**src/rtl/burst_bus_pkg.sv**
```systemverilog
// constants and types shared by the burst bus master files
// assumes one clock domain on clk_i at 100 MHz, synchronous active-high reset
// Behaviour
// - internal clock is the system clock divided by two; each state spans two periods.
// - upper sixteen address bits held stable on dedicated lines for whole burst.
// - low address on shared lines in address state, sixteen-bit data afterwards.
// - word address bits 3 to 1 duplicated, then incremented per burst word.
// - address latch strobe high in address state, low from the first data state.
// - address latch strobe floats while bus is held.
// - address status strobe low each address state, high after; high in reset.
// - write or read flag shown in address state and held through data states.
// - data enable low during data states; high throughout reset.
// - own drivers off on reads in the same cycle data enable falls; its rise means data captured.
// - direction low for reads and acknowledges, high for writes.
// - direction never changes while data enable is low; high during reset.
// - no ready in a data state inserts a wait state.
// - bursts of one to eight half-words, up to sixteen bytes.
// - hold request floats bus, raises acknowledge; removal resumes normal states.
package burst_bus_pkg;
   localparam int unsigned DATA_W      = 16;
   localparam int unsigned ADDR_W      = 32;
   localparam int unsigned FIFO_DEPTH  = 8;
   localparam int unsigned MAX_BEATS   = 8;
   localparam int unsigned CLK_DIV     = 2;
   localparam int unsigned UPPER_LSB   = 16;
   localparam int unsigned WORD_LSB    = 1;
   localparam int unsigned WORD_MSB    = 3;
   localparam logic        DIR_RST     = 1'b1;
   localparam logic        STROBE_IDLE = 1'b1;

   typedef enum logic [1:0] {
      KIND_READ,
      KIND_WRITE,
      KIND_INTACK
   } kind_t;

   typedef enum {
      ST_IDLE,
      ST_ADDRESS,
      ST_DATA,
      ST_HOLD
   } bus_state_t;
endpackage

```
**src/rtl/phase_divider.sv**
```systemverilog
// divide-by-two phase generator for the internal processor clock
// assumes the system clock feeds clk_i directly
`timescale 1ns/100ps
module phase_divider (
   input  wire logic clk_i,
   input  wire logic sys_rst_i,
   output logic      phase_o
);
   import burst_bus_pkg::*;
   logic phase_r;
   logic phase_nxt;

   // toggles every rising input edge; phase high marks the end of an internal cycle
   always_comb begin
      phase_nxt = ~phase_r;
   end

   always_ff @(posedge clk_i) begin
      if (sys_rst_i) begin
         phase_r <= 1'b0;
      end else begin
         phase_r <= phase_nxt;
      end
   end

   assign phase_o = phase_r;
endmodule // phase_divider

```
**src/rtl/data_fifo.sv**
```systemverilog
// synchronous fifo with valid/ready on both sides
// assumes both sides on the same clock
`timescale 1ns/100ps
module data_fifo #(
   parameter int unsigned WIDTH = 16,
   parameter int unsigned DEPTH = 8
) (
   input  wire logic             clk_i,
   input  wire logic             sys_rst_i,
   input  wire logic [WIDTH-1:0] in_data_i,
   input  wire logic             in_valid_i,
   output logic                  in_ready_o,
   output logic      [WIDTH-1:0] out_data_o,
   output logic                  out_valid_o,
   input  wire logic             out_ready_i
);
   localparam int unsigned AW = $clog2(DEPTH);
   logic [WIDTH-1:0] mem_r [DEPTH];
   logic [AW-1:0]    wr_r, wr_nxt, rd_r, rd_nxt;
   logic [AW:0]      cnt_r, cnt_nxt;
   logic             push, pop;
   logic             room_r, room_nxt;

   // count-based full and empty; no pass-through, so ready is honest
   always_comb begin
      push    = in_valid_i && room_r;
      pop     = out_ready_i && (cnt_r != '0);
      wr_nxt  = push ? wr_r + AW'(1) : wr_r;
      rd_nxt  = pop ? rd_r + AW'(1) : rd_r;
      cnt_nxt = cnt_r + (AW+1)'(push) - (AW+1)'(pop);
      // room is registered so input ready leaves the block straight from a flop
      room_nxt = cnt_nxt != (AW+1)'(DEPTH);
   end

   always_ff @(posedge clk_i) begin
      if (sys_rst_i) begin
         wr_r  <= '0;
         rd_r  <= '0;
         cnt_r <= '0;
         room_r <= 1'b1;
      end else begin
         wr_r  <= wr_nxt;
         rd_r  <= rd_nxt;
         cnt_r <= cnt_nxt;
         room_r <= room_nxt;
      end
   end

   // storage carries no reset
   always_ff @(posedge clk_i) begin
      if (push) begin
         mem_r[wr_r] <= in_data_i;
      end
   end

   assign in_ready_o  = room_r;
   assign out_valid_o = cnt_r != '0;
   assign out_data_o  = mem_r[rd_r];
endmodule // data_fifo

```
**src/rtl/burst_bus_master.sv**
```systemverilog
// multiplexed address/data burst bus master with wait states and hold
// assumes requests and write data from same-clock logic; pins sampled twice
`timescale 1ns/100ps
module burst_bus_master (
   input  wire logic                             clk_i,
   input  wire logic                             sys_rst_i,
   // request side
   input  wire logic                             req_valid_i,
   output logic                                  req_ready_o,
   input  wire burst_bus_pkg::kind_t             req_kind_i,
   input  wire logic [burst_bus_pkg::ADDR_W-1:0] req_addr_i,
   input  wire logic [3:0]                       req_beats_i,
   input  wire logic [burst_bus_pkg::DATA_W-1:0] wdata_i,
   input  wire logic                             wdata_valid_i,
   output logic                                  wdata_ready_o,
   output logic      [burst_bus_pkg::DATA_W-1:0] rdata_o,
   output logic                                  rdata_valid_o,
   output logic                                  done_o,
   // bus pins
   output logic      [15:0]                      upper_address_lines_o,
   output logic                                  upper_address_oe_o,
   input  wire logic [15:0]                      shared_address_data_lines_i,
   output logic      [15:0]                      shared_address_data_lines_o,
   output logic                                  shared_address_data_oe_o,
   output logic      [2:0]                       burst_word_address_lines_o,
   output logic                                  address_latch_o,
   output logic                                  address_latch_oe_o,
   output logic                                  address_status_strobe_n_o,
   output logic                                  write_not_read_o,
   output logic                                  data_enable_n_o,
   output logic                                  transfer_direction_o,
   output logic                                  strobes_oe_o,
   input  wire logic                             ready_n_i,
   input  wire logic                             hold_request_i,
   output logic                                  hold_acknowledge_o
);
   import burst_bus_pkg::*;

   logic phase;
   logic [DATA_W-1:0] fifo_data;
   logic              fifo_valid;
   logic              fifo_pop;

   phase_divider u_div (
      .clk_i     (clk_i),
      .sys_rst_i (sys_rst_i),
      .phase_o   (phase)
   );

   // write data buffered so the source can run ahead of bus waits
   data_fifo #(.WIDTH(DATA_W), .DEPTH(FIFO_DEPTH)) u_fifo (
      .clk_i       (clk_i),
      .sys_rst_i   (sys_rst_i),
      .in_data_i   (wdata_i),
      .in_valid_i  (wdata_valid_i),
      .in_ready_o  (wdata_ready_o),
      .out_data_o  (fifo_data),
      .out_valid_o (fifo_valid),
      .out_ready_i (fifo_pop)
   );

   // pin synchronisers: first stage read only by the second
   logic [15:0] ad_s1_r, ad_s2_r;
   logic        rdy_s1_r, rdy_s2_r, hold_s1_r, hold_s2_r;
   always_ff @(posedge clk_i) begin
      if (sys_rst_i) begin
         ad_s1_r   <= '0;
         ad_s2_r   <= '0;
         rdy_s1_r  <= 1'b1;
         rdy_s2_r  <= 1'b1;
         hold_s1_r <= 1'b0;
         hold_s2_r <= 1'b0;
      end else begin
         ad_s1_r   <= shared_address_data_lines_i;
         ad_s2_r   <= ad_s1_r;
         rdy_s1_r  <= ready_n_i;
         rdy_s2_r  <= rdy_s1_r;
         hold_s1_r <= hold_request_i;
         hold_s2_r <= hold_s1_r;
      end
   end

   // is this transfer driving data out
   function automatic logic is_write(input kind_t k);
      return k == KIND_WRITE;
   endfunction

   bus_state_t        st_r, st_nxt;
   kind_t             kind_r, kind_nxt;
   logic [ADDR_W-1:0] addr_r, addr_nxt;
   logic [2:0]        word_r, word_nxt;
   logic [3:0]        left_r, left_nxt;
   logic              hold_acknowledge_r, hold_acknowledge_nxt;
   logic              ale_r, ale_nxt, as_n_r, as_n_nxt, den_n_r, den_n_nxt;
   logic              dir_r, dir_nxt, wnr_r, wnr_nxt, oe_r, oe_nxt, pins_oe_r, pins_oe_nxt;
   logic [15:0]       ad_out_r, ad_out_nxt;
   logic [DATA_W-1:0] rdata_r, rdata_nxt;
   logic              rvalid_r, rvalid_nxt, done_r, done_nxt, rready_r, rready_nxt;
   logic              beat_ok;

   // bus sequencer; states advance only at the end of an internal cycle
   always_comb begin
      st_nxt      = st_r;
      kind_nxt    = kind_r;
      addr_nxt    = addr_r;
      word_nxt    = word_r;
      left_nxt    = left_r;
      hold_acknowledge_nxt    = hold_acknowledge_r;
      ale_nxt     = ale_r;
      as_n_nxt    = as_n_r;
      den_n_nxt   = den_n_r;
      dir_nxt     = dir_r;
      wnr_nxt     = wnr_r;
      oe_nxt      = oe_r;
      pins_oe_nxt = pins_oe_r;
      ad_out_nxt  = ad_out_r;
      rdata_nxt   = rdata_r;
      rvalid_nxt  = 1'b0;
      done_nxt    = 1'b0;
      rready_nxt  = 1'b0;
      fifo_pop    = 1'b0;
      // a write beat needs buffered data, else it stretches like a wait
      beat_ok     = !rdy_s2_r && (!is_write(kind_r) || fifo_valid);
      if (phase) begin
         unique case (st_r)
            ST_IDLE: begin
               if (hold_s2_r) begin
                  st_nxt      = ST_HOLD;
                  pins_oe_nxt = 1'b0;
                  oe_nxt      = 1'b0;
                  hold_acknowledge_nxt    = 1'b1;
               end else if (req_valid_i) begin
                  st_nxt     = ST_ADDRESS;
                  rready_nxt = 1'b1;
                  kind_nxt   = req_kind_i;
                  addr_nxt   = req_addr_i;
                  word_nxt   = req_addr_i[WORD_MSB:WORD_LSB];
                  // zero beats treated as one; more than eight clipped
                  left_nxt   = (req_beats_i == 4'h0) ? 4'h1 :
                               (req_beats_i > 4'(MAX_BEATS)) ? 4'(MAX_BEATS) : req_beats_i;
                  ale_nxt    = 1'b1;
                  as_n_nxt   = 1'b0;
                  wnr_nxt    = is_write(req_kind_i);
                  dir_nxt    = is_write(req_kind_i);
                  ad_out_nxt = req_addr_i[15:0];
                  oe_nxt     = 1'b1;
               end
            end
            ST_ADDRESS: begin
               st_nxt    = ST_DATA;
               ale_nxt   = 1'b0;
               as_n_nxt  = 1'b1;
               den_n_nxt = 1'b0;
               // reads release the shared lines as data enable falls
               oe_nxt    = is_write(kind_r);
               ad_out_nxt = fifo_data;
            end
            ST_DATA: begin
               if (beat_ok) begin
                  if (is_write(kind_r)) begin
                     fifo_pop = 1'b1;
                  end else begin
                     rdata_nxt  = ad_s2_r;
                     rvalid_nxt = 1'b1;
                  end
                  if (left_r == 4'h1) begin
                     st_nxt    = ST_IDLE;
                     den_n_nxt = 1'b1;
                     oe_nxt    = 1'b0;
                     done_nxt  = 1'b1;
                  end else begin
                     word_nxt   = word_r + 3'h1;
                     left_nxt   = left_r - 4'h1;
                     ad_out_nxt = fifo_data;
                  end
               end
            end
            ST_HOLD: begin
               if (!hold_s2_r) begin
                  st_nxt      = ST_IDLE;
                  hold_acknowledge_nxt    = 1'b0;
                  pins_oe_nxt = 1'b1;
               end
            end
         endcase
      end
      // second half of a write beat: show the next buffered word
      if (st_r == ST_DATA && is_write(kind_r) && !phase) begin
         ad_out_nxt = fifo_data;
      end
   end

   always_ff @(posedge clk_i) begin
      if (sys_rst_i) begin
         st_r      <= ST_IDLE;
         kind_r    <= KIND_READ;
         addr_r    <= '0;
         word_r    <= '0;
         left_r    <= '0;
         hold_acknowledge_r    <= 1'b0;
         ale_r     <= 1'b0;
         as_n_r    <= STROBE_IDLE;
         den_n_r   <= STROBE_IDLE;
         dir_r     <= DIR_RST;
         wnr_r     <= 1'b0;
         oe_r      <= 1'b0;
         pins_oe_r <= 1'b1;
         ad_out_r  <= '0;
         rdata_r   <= '0;
         rvalid_r  <= 1'b0;
         done_r    <= 1'b0;
         rready_r  <= 1'b0;
      end else begin
         st_r      <= st_nxt;
         kind_r    <= kind_nxt;
         addr_r    <= addr_nxt;
         word_r    <= word_nxt;
         left_r    <= left_nxt;
         hold_acknowledge_r    <= hold_acknowledge_nxt;
         ale_r     <= ale_nxt;
         as_n_r    <= as_n_nxt;
         den_n_r   <= den_n_nxt;
         dir_r     <= dir_nxt;
         wnr_r     <= wnr_nxt;
         oe_r      <= oe_nxt;
         pins_oe_r <= pins_oe_nxt;
         ad_out_r  <= ad_out_nxt;
         rdata_r   <= rdata_nxt;
         rvalid_r  <= rvalid_nxt;
         done_r    <= done_nxt;
         rready_r  <= rready_nxt;
      end
   end

   // every pin straight from a flip-flop
   assign req_ready_o                 = rready_r;
   assign rdata_o                     = rdata_r;
   assign rdata_valid_o               = rvalid_r;
   assign done_o                      = done_r;
   assign upper_address_lines_o       = addr_r[ADDR_W-1:UPPER_LSB];
   assign upper_address_oe_o          = pins_oe_r;
   assign shared_address_data_lines_o = ad_out_r;
   assign shared_address_data_oe_o    = oe_r;
   assign burst_word_address_lines_o  = word_r;
   assign address_latch_o             = ale_r;
   assign address_latch_oe_o          = pins_oe_r;
   assign address_status_strobe_n_o   = as_n_r;
   assign write_not_read_o            = wnr_r;
   assign data_enable_n_o             = den_n_r;
   assign transfer_direction_o        = dir_r;
   assign strobes_oe_o                = pins_oe_r;
   assign hold_acknowledge_o          = hold_acknowledge_r;
endmodule // burst_bus_master

```
**config.mk**
```make
export PLATFORM = sky130hd
export DESIGN_NAME = burst_bus_master
export DESIGN_NICKNAME = d
export VERILOG_FILES = /design/src/rtl/burst_bus_pkg.sv /design/src/rtl/phase_divider.sv /design/src/rtl/data_fifo.sv /design/src/rtl/burst_bus_master.sv
export SDC_FILE = /design/constraint.sdc
export NUM_CORES = 1
export LEC_CHECK = 0
export BUFFER_PORTS_ARGS = -buffer_cell sky130_fd_sc_hd__clkbuf_2
export CAP_MARGIN = 10
export CORE_ASPECT_RATIO = 0.5
export CORE_MARGIN = 5
export CORE_UTILIZATION = 49
export DETAILED_ROUTE_END_ITERATION = 16
export HOLD_SLACK_MARGIN = 0.1
export PLACE_DENSITY_LB_ADDON = 0.1
export SYNTH_ARGS = -nofsm -noshare
export SYNTH_HDL_FRONTEND = slang
export SYNTH_SLANG_ARGS = --single-unit
```
**constraint.sdc**
```tcl
create_clock -name clk_i -period 5.6 [get_ports clk_i]
set_input_delay 0 -clock clk_i [delete_from_list [all_inputs] [get_ports clk_i]]
set_output_delay 0 -clock clk_i [all_outputs]
set_load 0.02 [all_outputs]
```
==> impl_metrics.ini, run 1 <==
[power_and_ir_drop]
p_int_uw = 3070
p_sw_share_pct = 24.7
irDropWorstVdd_v = 0.000192
combPwrFrac_pct = 12.9
p_leak_uw = 0.00454
seq_power_share_pct = 50.9
powerDensity_mw_per_mm2 = 326
clkPwrFrac_pct = 36.2
net-switching-power_uw = 1010

[sta]
final.min_clock_period_ps = 3320
tns_ps = 0
setup_viol = 0
hold_viol_final = 0
relSlewSlack_pct = 22.2
post-route-period-util_pct = 59.3
drv_slew = 0
grt_setup_unrepaired = no
fmax_mhz = 301
worstMarginPinSlew_ps = 1160
skew_ps = 11.6

[drt]
drt-wirelength-per-cell_um = 18.6
first_pass_iters = 5
routed_via_density = 5.30
antenna_left = 0
wl_um = 24400
drc = 0
drt_iter0_drc = 479
vias = 6952

[clock_tree]
cts.sinks = 249
clk_latency_ps = 500
clockRootBuffer = clkbuf_16
cts_setup_buffers = 0
cts_resized = 0
h-tree-depth = 1
cts-buffers-inserted = 23
cts_hold_buf = 86
tritoncts = yes
clkTransAtPathRegs_ps = 60
clk_path_buf_depth = 3

[yosys]
yosysTopAreaCellShare_pct = 38.0
synth_area_sq_mm = 0.0101
synth_top_flop_cell = edfxtp_1
synth_nets = 916
synth-edff-count = 128
synth.distinct_cells = 68
synthArstFlopShare_pct = 0
yosysMostFrequentCell = edfxtp_1
synth_seq_area_share_pct = 62.0
synth_cells = 825
yosysWarningCount = 0
yosysTopAreaCell = edfxtp_1
synth-seq-cells = 249
avgSynthCellArea_sq_um = 12.3
yosys-top-cells-area = edfxtp_1, dfxtp_1, mux2i_1
synth_common_cells = edfxtp_1, dfxtp_1, nand2_1

[die]
pin_count = 141
coreArea_sq_mm = 0.0204
fp.dieW_um = 213
die-area_sq_mm = 0.0238
dieHeight_um = 112
start_util_pct = 49.5
num_rows = 37

[hold_path]
min_path_type = primary input to flop

[setup_path]
cp-start-kind = flop
crit_type = flop to flop
required_ps = 5970
worstPathArrival_ps = 3690
worstPathMaxFanout = 16
endpoint_kind = flop

[grt]
grt_max_degree = 82
antenna_found_initial = 0
grt_first_pass_wirelength_um = 38500
grt.total_usage_pct = 20.2
grt.overflow.total = 0
grt_pass1_vias = 6999

[cells_and_area]
layout.cells.non_filler = 1312
n_antenna_cell = 0
num-fill-cells = 1626
fin_nets = 1116
syn2layout_area_growth_pct = 23.7
drive_gt1_share_pct = 21.8

[job]
max-cap-violations = 0

[place]
place.gp.congestion = 0.856
dp_hpwl_um = 15200
port_buffers = 140
place_inst = 1187

[run_status]
outcome = finished clean
-- placed cells by master (no fill, tap or decap), types with 4 or more instances in the layout --
master	Yosys	final
clkbuf_2	1	139
edfxtp_1	128	128
dfxtp_1	121	120
dlygate4sd3_1	0	86
nand2_1	76	76
mux2i_1	69	69
a21oi_1	45	45
nor2b_1	39	37
inv_1	36	36
a22oi_1	34	34
nand2b_1	26	26
nor2_1	31	24
nand3_1	23	23
clkbuf_16	0	23
a221oi_2	20	20
o21ai_0	15	15
ha_1	14	14
a221oi_1	12	12
buf_4	6	8
nor2_2	0	7
a211oi_1	7	7
clkbuf_1	29	5
nand3b_1	4	4
or2_2	4	4
-- layout make-up --
type,instances,area (sq um),area share (%)
Tap cell,273,342,2.73
Clock inverter,9,76.3,0.610
Multi-Input combinational cell,481,3450,27.6
Inverter,37,139,1.11
Timing Repair Buffer,233,1620,12.9
Sequential cell,249,6270,50.1
Clock buffer,30,622,4.97
-- power by group through the flow --
stage | Clock (uW) | Sequential, uW | Combinational, uW
2_1_floorplan | 0 | 2130 | 302
3_3_place_gp | 0 | 2110 | 472
3_5_place_dp | 0 | 2120 | 479
4_1_cts | 1500 | 2080 | 527
5_1_grt | 1580 | 2090 | 578
6_report | 1480 | 2080 | 525
-- path summary, 6_finish.rpt --
check                            startpoint  depth (start not counted)                       end  slack [ps]
worst min register to register     rdy_s1_r                          1                  rdy_s2_r         420
worst max-delay path                st_r[0]                         12         u_fifo.in_ready_o        2280
worst min-delay path            req_valid_i                          4  shared_address_data_oe_o         120
worst max register to register      st_r[0]                         12         u_fifo.in_ready_o        2280
-- state kept, by name, summed over array words and instances, names as in the netlist, 2 cells and up, named ones only --
signal / cells
addr_r: 16
burst_word_address_lines_o: 3
left_r: 4
u_fifo.cnt_r: 4
u_fifo.rd_r: 3
kind_r: 2
ad_s1_r: 16
shared_address_data_lines_o: 16
ad_s2_r: 16
u_fifo.wr_r: 3
rdata_o: 16
u_fifo.mem_r: 128
st_r: 2
-- stage by stage --
stage               area (sq um)  total power (uW)  util [%]  hold slack [ps]  worst slack, ps
finish                     12500              4080      61.3              119             2280
global route               12500              4250      61.3              145             1980
global placement           11000              2590      53.6              189             2380
CTS                        12500              4100      61.3              103             2260
detailed placement         11000              2600      53.6              187             2280
floorplan                  10100              2440         -             98.9             2880
-- layer usage --
metal / GRT usage, % / part of all wire (%)
met3: 3.89 / 4.8
met5: 0 / 0
met2: 32.7 / 47
met4: 4.61 / 2.2
met1: 28.6 / 46
-- cell families after synthesis --
family	after synthesis	synth area share, %
multiplexers	71	7.05
XOR/XNOR	5	0.433
AND/OR/NAND/NOR	224	11.2
adder cells (fa/ha/maj)	15	1.93
buffers and inverters	95	4.43
AO/OA/AOI/OAI	166	13.0
flip-flops	249	62.0
-- worst max-delay path, stage by stage, from the launching register on --
cell and delay, ps:
dfxtp_1 340, inv_1 90, ha_1 510, nand3b_1 230, nor3_1 450, ha_1 320
inv_1 60, ha_1 150, inv_1 60, fa_1 400, xor2_1 210, nand3b_1 90
or3_1 300
No activity file was read; power rests on OpenSTA's default activity.
==> run 2: changes to the inputs <==
clock period = 3 ns   (was 5.6 ns; I/O delays follow)
==> impl_metrics.ini, run 2 (synthesized netlist as in run 1, its figures left out) <==
[cells_and_area]
final_util_pct = 61.2
mostFrequentLayoutCells = clkbuf_2, edfxtp_1, dfxtp_1
n_antenna_cell = 0
syn2layout_area_growth_pct = 23.7
regMostFlops = u_fifo.mem_r
drive_gt1_share_pct = 23.0
fin_nets = 1121
final_common_cell = clkbuf_2
largest_reg_flops = 128

[setup_path]
slowest_delay_ps = 410
r2r_slack_ps = 280
cp-start-kind = flop
worstPathMaxFanout = 5
slowest_stage = fa_1
worstPathArrival_ps = 3100
crit_chain = inv_1 > ha_1 > nand3b_1 > nor3_1 > ha_1 > inv_1 > ha_1 > inv_1 > fa_1 > xor2_1 > nand3b_1 > or3_1
required_ps = 3380
endpoint_kind = flop
crit_type = flop to flop

[sta]
relSlewSlack_pct = 28.5
setup_viol = 0
final.setup.worst_slack_ps = 276
drv_slew = 0
fmax_mhz = 367
whs_ps = 105
skew_ps = 14.6
worstMarginPinSlew_ps = 1070
hold_viol_final = 0
final.min_clock_period_ps = 2720
grt_setup_unrepaired = no
post-route-period-util_pct = 90.8
tns_ps = 0

[run_status]
outcome = finished clean

[drt]
highest_layer = met4
vias = 6933
dr_wl_met2_um = 11100
dr_wl_met3_um = 1220
routed_via_density = 5.26
wl_um = 23700
drt-wirelength-per-cell_um = 18.0
drt-met1-wl_um = 11000
antenna_left = 0
drt_iter0_drc = 419
first_pass_iters = 5
drc = 0

[power_and_ir_drop]
powerDensity_mw_per_mm2 = 608
seq_power_share_pct = 50.9
clkPwrFrac_pct = 36.0
irDropWorstVdd_v = 0.000367
combPwrFrac_pct = 13.1
p_sw_share_pct = 24.5
p_int_uw = 5740
p_leak_uw = 0.00456
total_power_uw = 7600
net-switching-power_uw = 1860

[hold_path]
min_path_type = primary input to flop

[place]
dp_hpwl_um = 15200
port_buffers = 140
place.gp.congestion = 0.820
post-place-ws_ps = 170

[die]
coreArea_sq_mm = 0.0204
fp.dieW_um = 213
dieHeight_um = 112
num_rows = 37
start_util_pct = 49.5
die-area_sq_mm = 0.0238
pin_count = 141

[grt]
grt.overflow.total = 0
antenna_found_initial = 0
grt_pass1_vias = 6906
grt_max_degree = 103
grt.total_usage_pct = 19.7
grt_first_pass_wirelength_um = 37600

[clock_tree]
cts.sinks = 249
tritoncts = yes
clk_path_buf_depth = 3
clk_latency_ps = 500
h-tree-depth = 1
cts-buffers-inserted = 23
clkTransAtPathRegs_ps = 70
clockRootBuffer = clkbuf_16
cts_setup_buffers = 0

[job]
max-cap-violations = 0
## run 2: cell count changes in the layout (fill, tap and decap cells not counted), moves of 3 or more
| cell | change |
|---|---|
| buf_4 | +18 |
| dlygate4sd3_1 | -14 |
| nor2_1 | +6 |
| nor2_2 | -6 |
| clkbuf_1 | +3 |
| clkbuf_8 | +3 |
## run 2: layer usage
metal | track usage (%) | vias up
met1 | 28.5 | 3345
met3 | 3.89 | 37
li1 | - | 3394
met5 | 0 | -
met4 | 4.06 | 0
met2 | 31.2 | 157
## run 2: power by group through the flow
stage	Combinational, uW	Sequential [uW]	Clock (uW)
2_1_floorplan	564	3980	0
3_3_place_gp	902	3940	0
3_5_place_dp	922	3950	0
4_1_cts	999	3870	2800
5_1_grt	1100	3890	2970
6_report	996	3870	2730
## run 2: repair_timing
action | CTS | global route
endpoints found under the setup margin | 0 | 1
hold buffers | 72 | 0
resized for setup | 0 | 1
endpoints found under the hold margin | 183 | 0
## run 2: metrics by stage
stage,instances,instance area [sq um]
2_1_floorplan,825,10100
3_3_place_gp,1206,11100
4_1_cts,1318,12500
3_5_place_dp,1206,11100
6_report,1318,12500
5_1_grt,1318,12500
## run 2: final timing paths
check	to	depth (start not counted)	from
worst max-delay path	u_fifo.in_ready_o	12	st_r[0]
worst min register to register	rdy_s2_r	1	rdy_s1_r
worst min-delay path	shared_address_data_lines_o[0]	5	req_addr_i[0]
worst max register to register	u_fifo.in_ready_o	12	st_r[0]
## run 2: layout make-up
type	instances	area (sq um)
tap	273	342
fill	1649	7910
clock inverter	4	23.8
multi-input combinational	481	3420
clock buffer	36	674
inverter	37	139
sequential	249	6270
timing repair buffer	238	1630
## run 2: worst max-delay path: cells and delay by family, from the launching register on
kind                     cells  cell delay, ps
flip-flops                   1             340
adder cells (fa/ha/maj)      4            1040
XOR/XNOR                     1             210
buffers and inverters        3             210
AND/OR/NAND/NOR              4             810
==> run 3: changes to the inputs <==
BUFFER_PORTS_ARGS = not set   (was -buffer_cell sky130_fd_sc_hd__clkbuf_2)
DONT_BUFFER_PORTS = 1   (was not set)
==> impl_metrics.ini, run 3 (synthesized netlist as in run 1, its figures left out) <==
[run_status]
outcome = finished clean

[power_and_ir_drop]
irDropWorstVdd_v = 0.000413
powerDensity_mw_per_mm2 = 632
p_leak_uw = 0.00407

[clock_tree]
clk_path_buf_depth = 3
clk_latency_ps = 510
cts_setup_buffers = 0
cts.sinks = 249
clockRootBuffer = clkbuf_16
clkTransAtPathRegs_ps = 70
tritoncts = yes
h-tree-depth = 1
cts-buffers-inserted = 22

[drt]
drt-wirelength-per-cell_um = 19.3
wl_um = 23200
drc = 0
antenna_left = 0
first_pass_iters = 5
vias = 6520
routed_via_density = 5.42
drt_iter0_drc = 459

[sta]
hold_viol_final = 0
skew_ps = 16.3
whs_ps = 148
setup_viol = 0
grt_setup_unrepaired = yes
drv_slew = 0
fmax_mhz = 355
relSlewSlack_pct = 51.9
post-route-period-util_pct = 93.9
final.min_clock_period_ps = 2820
worstMarginPinSlew_ps = 722

[setup_path]
crit_chain = inv_1 > ha_1 > buf_4 > nand2b_1 > nor2_2 > a22oi_1 > dlygate4sd3_1 > a31oi_1 > dlygate4sd3_1
worstPathArrival_ps = 3260
crit_buf_inv = 4
slowest_delay_ps = 580
cp_top_family = buffers and inverters
endpoint_kind = flop
worstPathMaxFanout = 15
cpMostUsedCell = dlygate4sd3_1
r2r_start = st_r[0]
cp-start-kind = flop
crit_type = flop to flop
required_ps = 3440
slowest_stage = dlygate4sd3_1
crit_path_start = st_r[0]

[place]
dp_hpwl_um = 14600
place.gp.congestion = 0.860
port_buffers = 0
placed_area_sq_mm = 0.0104

[grt]
antenna_found_initial = 0
grt_first_pass_wirelength_um = 36900
grt_pass1_vias = 6615
grt.total_usage_pct = 19.4
grt_max_degree = 125
grt.overflow.total = 0

[cells_and_area]
syn2layout_area_growth_pct = 19.6
final_util_pct = 59.2
multiInputGateArea_sq_mm = 0.00343
final_common_cell = edfxtp_1
mostFrequentLayoutCells = edfxtp_1, dfxtp_1, dlygate4sd3_1
largest_reg_flops = 128
regMostFlops = u_fifo.mem_r
drive_gt1_share_pct = 11.4
num-fill-cells = 1599
seqCellArea_sq_mm = 0.00627
postLayoutCellArea_sq_mm = 0.0121
fin_nets = 1004

[die]
start_util_pct = 49.5
dieHeight_um = 112
pin_count = 141
coreArea_sq_mm = 0.0204
num_rows = 37
die-area_sq_mm = 0.0238
fp.dieW_um = 213

[job]
max-cap-violations = 0

[hold_path]
min_from = ready_n_i
min_path_type = primary input to flop
run 3: cell count changes in the layout (fill, tap and decap cells not counted), moves of 2 or more:
cell           previous run  this run
dlygate4sd3_1            72        92
clkbuf_2                139         0
bufinv_16                 0         2
clkinv_1                  0         5
buf_4                    26        28
clkbuf_1                  8         2
clkbuf_8                  5         1
run 3: layer usage:
layer  share of wire, %  track usage (%)  up-vias
met2                 49             32.1      138
met3                5.1             4.17       31
met4                1.7             3.94        0
met5                  0                0        -
li1                   -                -     3163
met1                 45             26.7     3188
run 3: cell type report:
| cell class | count | share of cell area [%] |
|---|---|---|
| Multi-Input combinational cell | 481 | 28.4 |
| Timing Repair Buffer | 122 | 9.74 |
| Clock buffer | 27 | 5.14 |
| Tap cell | 273 | 2.82 |
| Inverter | 37 | 1.15 |
| Antenna cell | 1 | 0.0207 |
| Sequential cell | 249 | 51.8 |
| Clock inverter | 12 | 0.910 |
run 3: what timing repair did:
action,in CTS,in global routing
hold buffers,93,0
gates resized for setup,0,5
hold endpoints to repair,249,0
endpoints found under the setup margin,0,6
run 3: path summary, 6_finish.rpt:
path / end / slack [ps] / cells past startpoint
setup reg to reg: burst_word_address_lines_o[2] / 180 / 9
hold / removal: rdy_s1_r / 150 / 2
setup / recovery: burst_word_address_lines_o[2] / 180 / 9
hold reg to reg: rdy_s2_r / 410 / 1
run 3: through the flow:
stage | setup slack, ps | setup TNS (ps) | instances | total power [uW]
after floorplan | 280 | 0 | 825 | 4550
after global placement | 289 | 0 | 1069 | 4700
after detailed placement | 123 | 0 | 1069 | 4720
after CTS | 104 | 0 | 1201 | 7730
after global routing | -15.1 | -25.8 | 1201 | 7990
final | 184 | 0 | 1202 | 7650
run 3: power by group:
group	total (uW)	switching [uW]	internal, uW	leakage (uW)
Clock	2850	1210	1650	0.000357
Sequential	3940	162	3780	0.00215
Combinational	852	483	369	0.00156
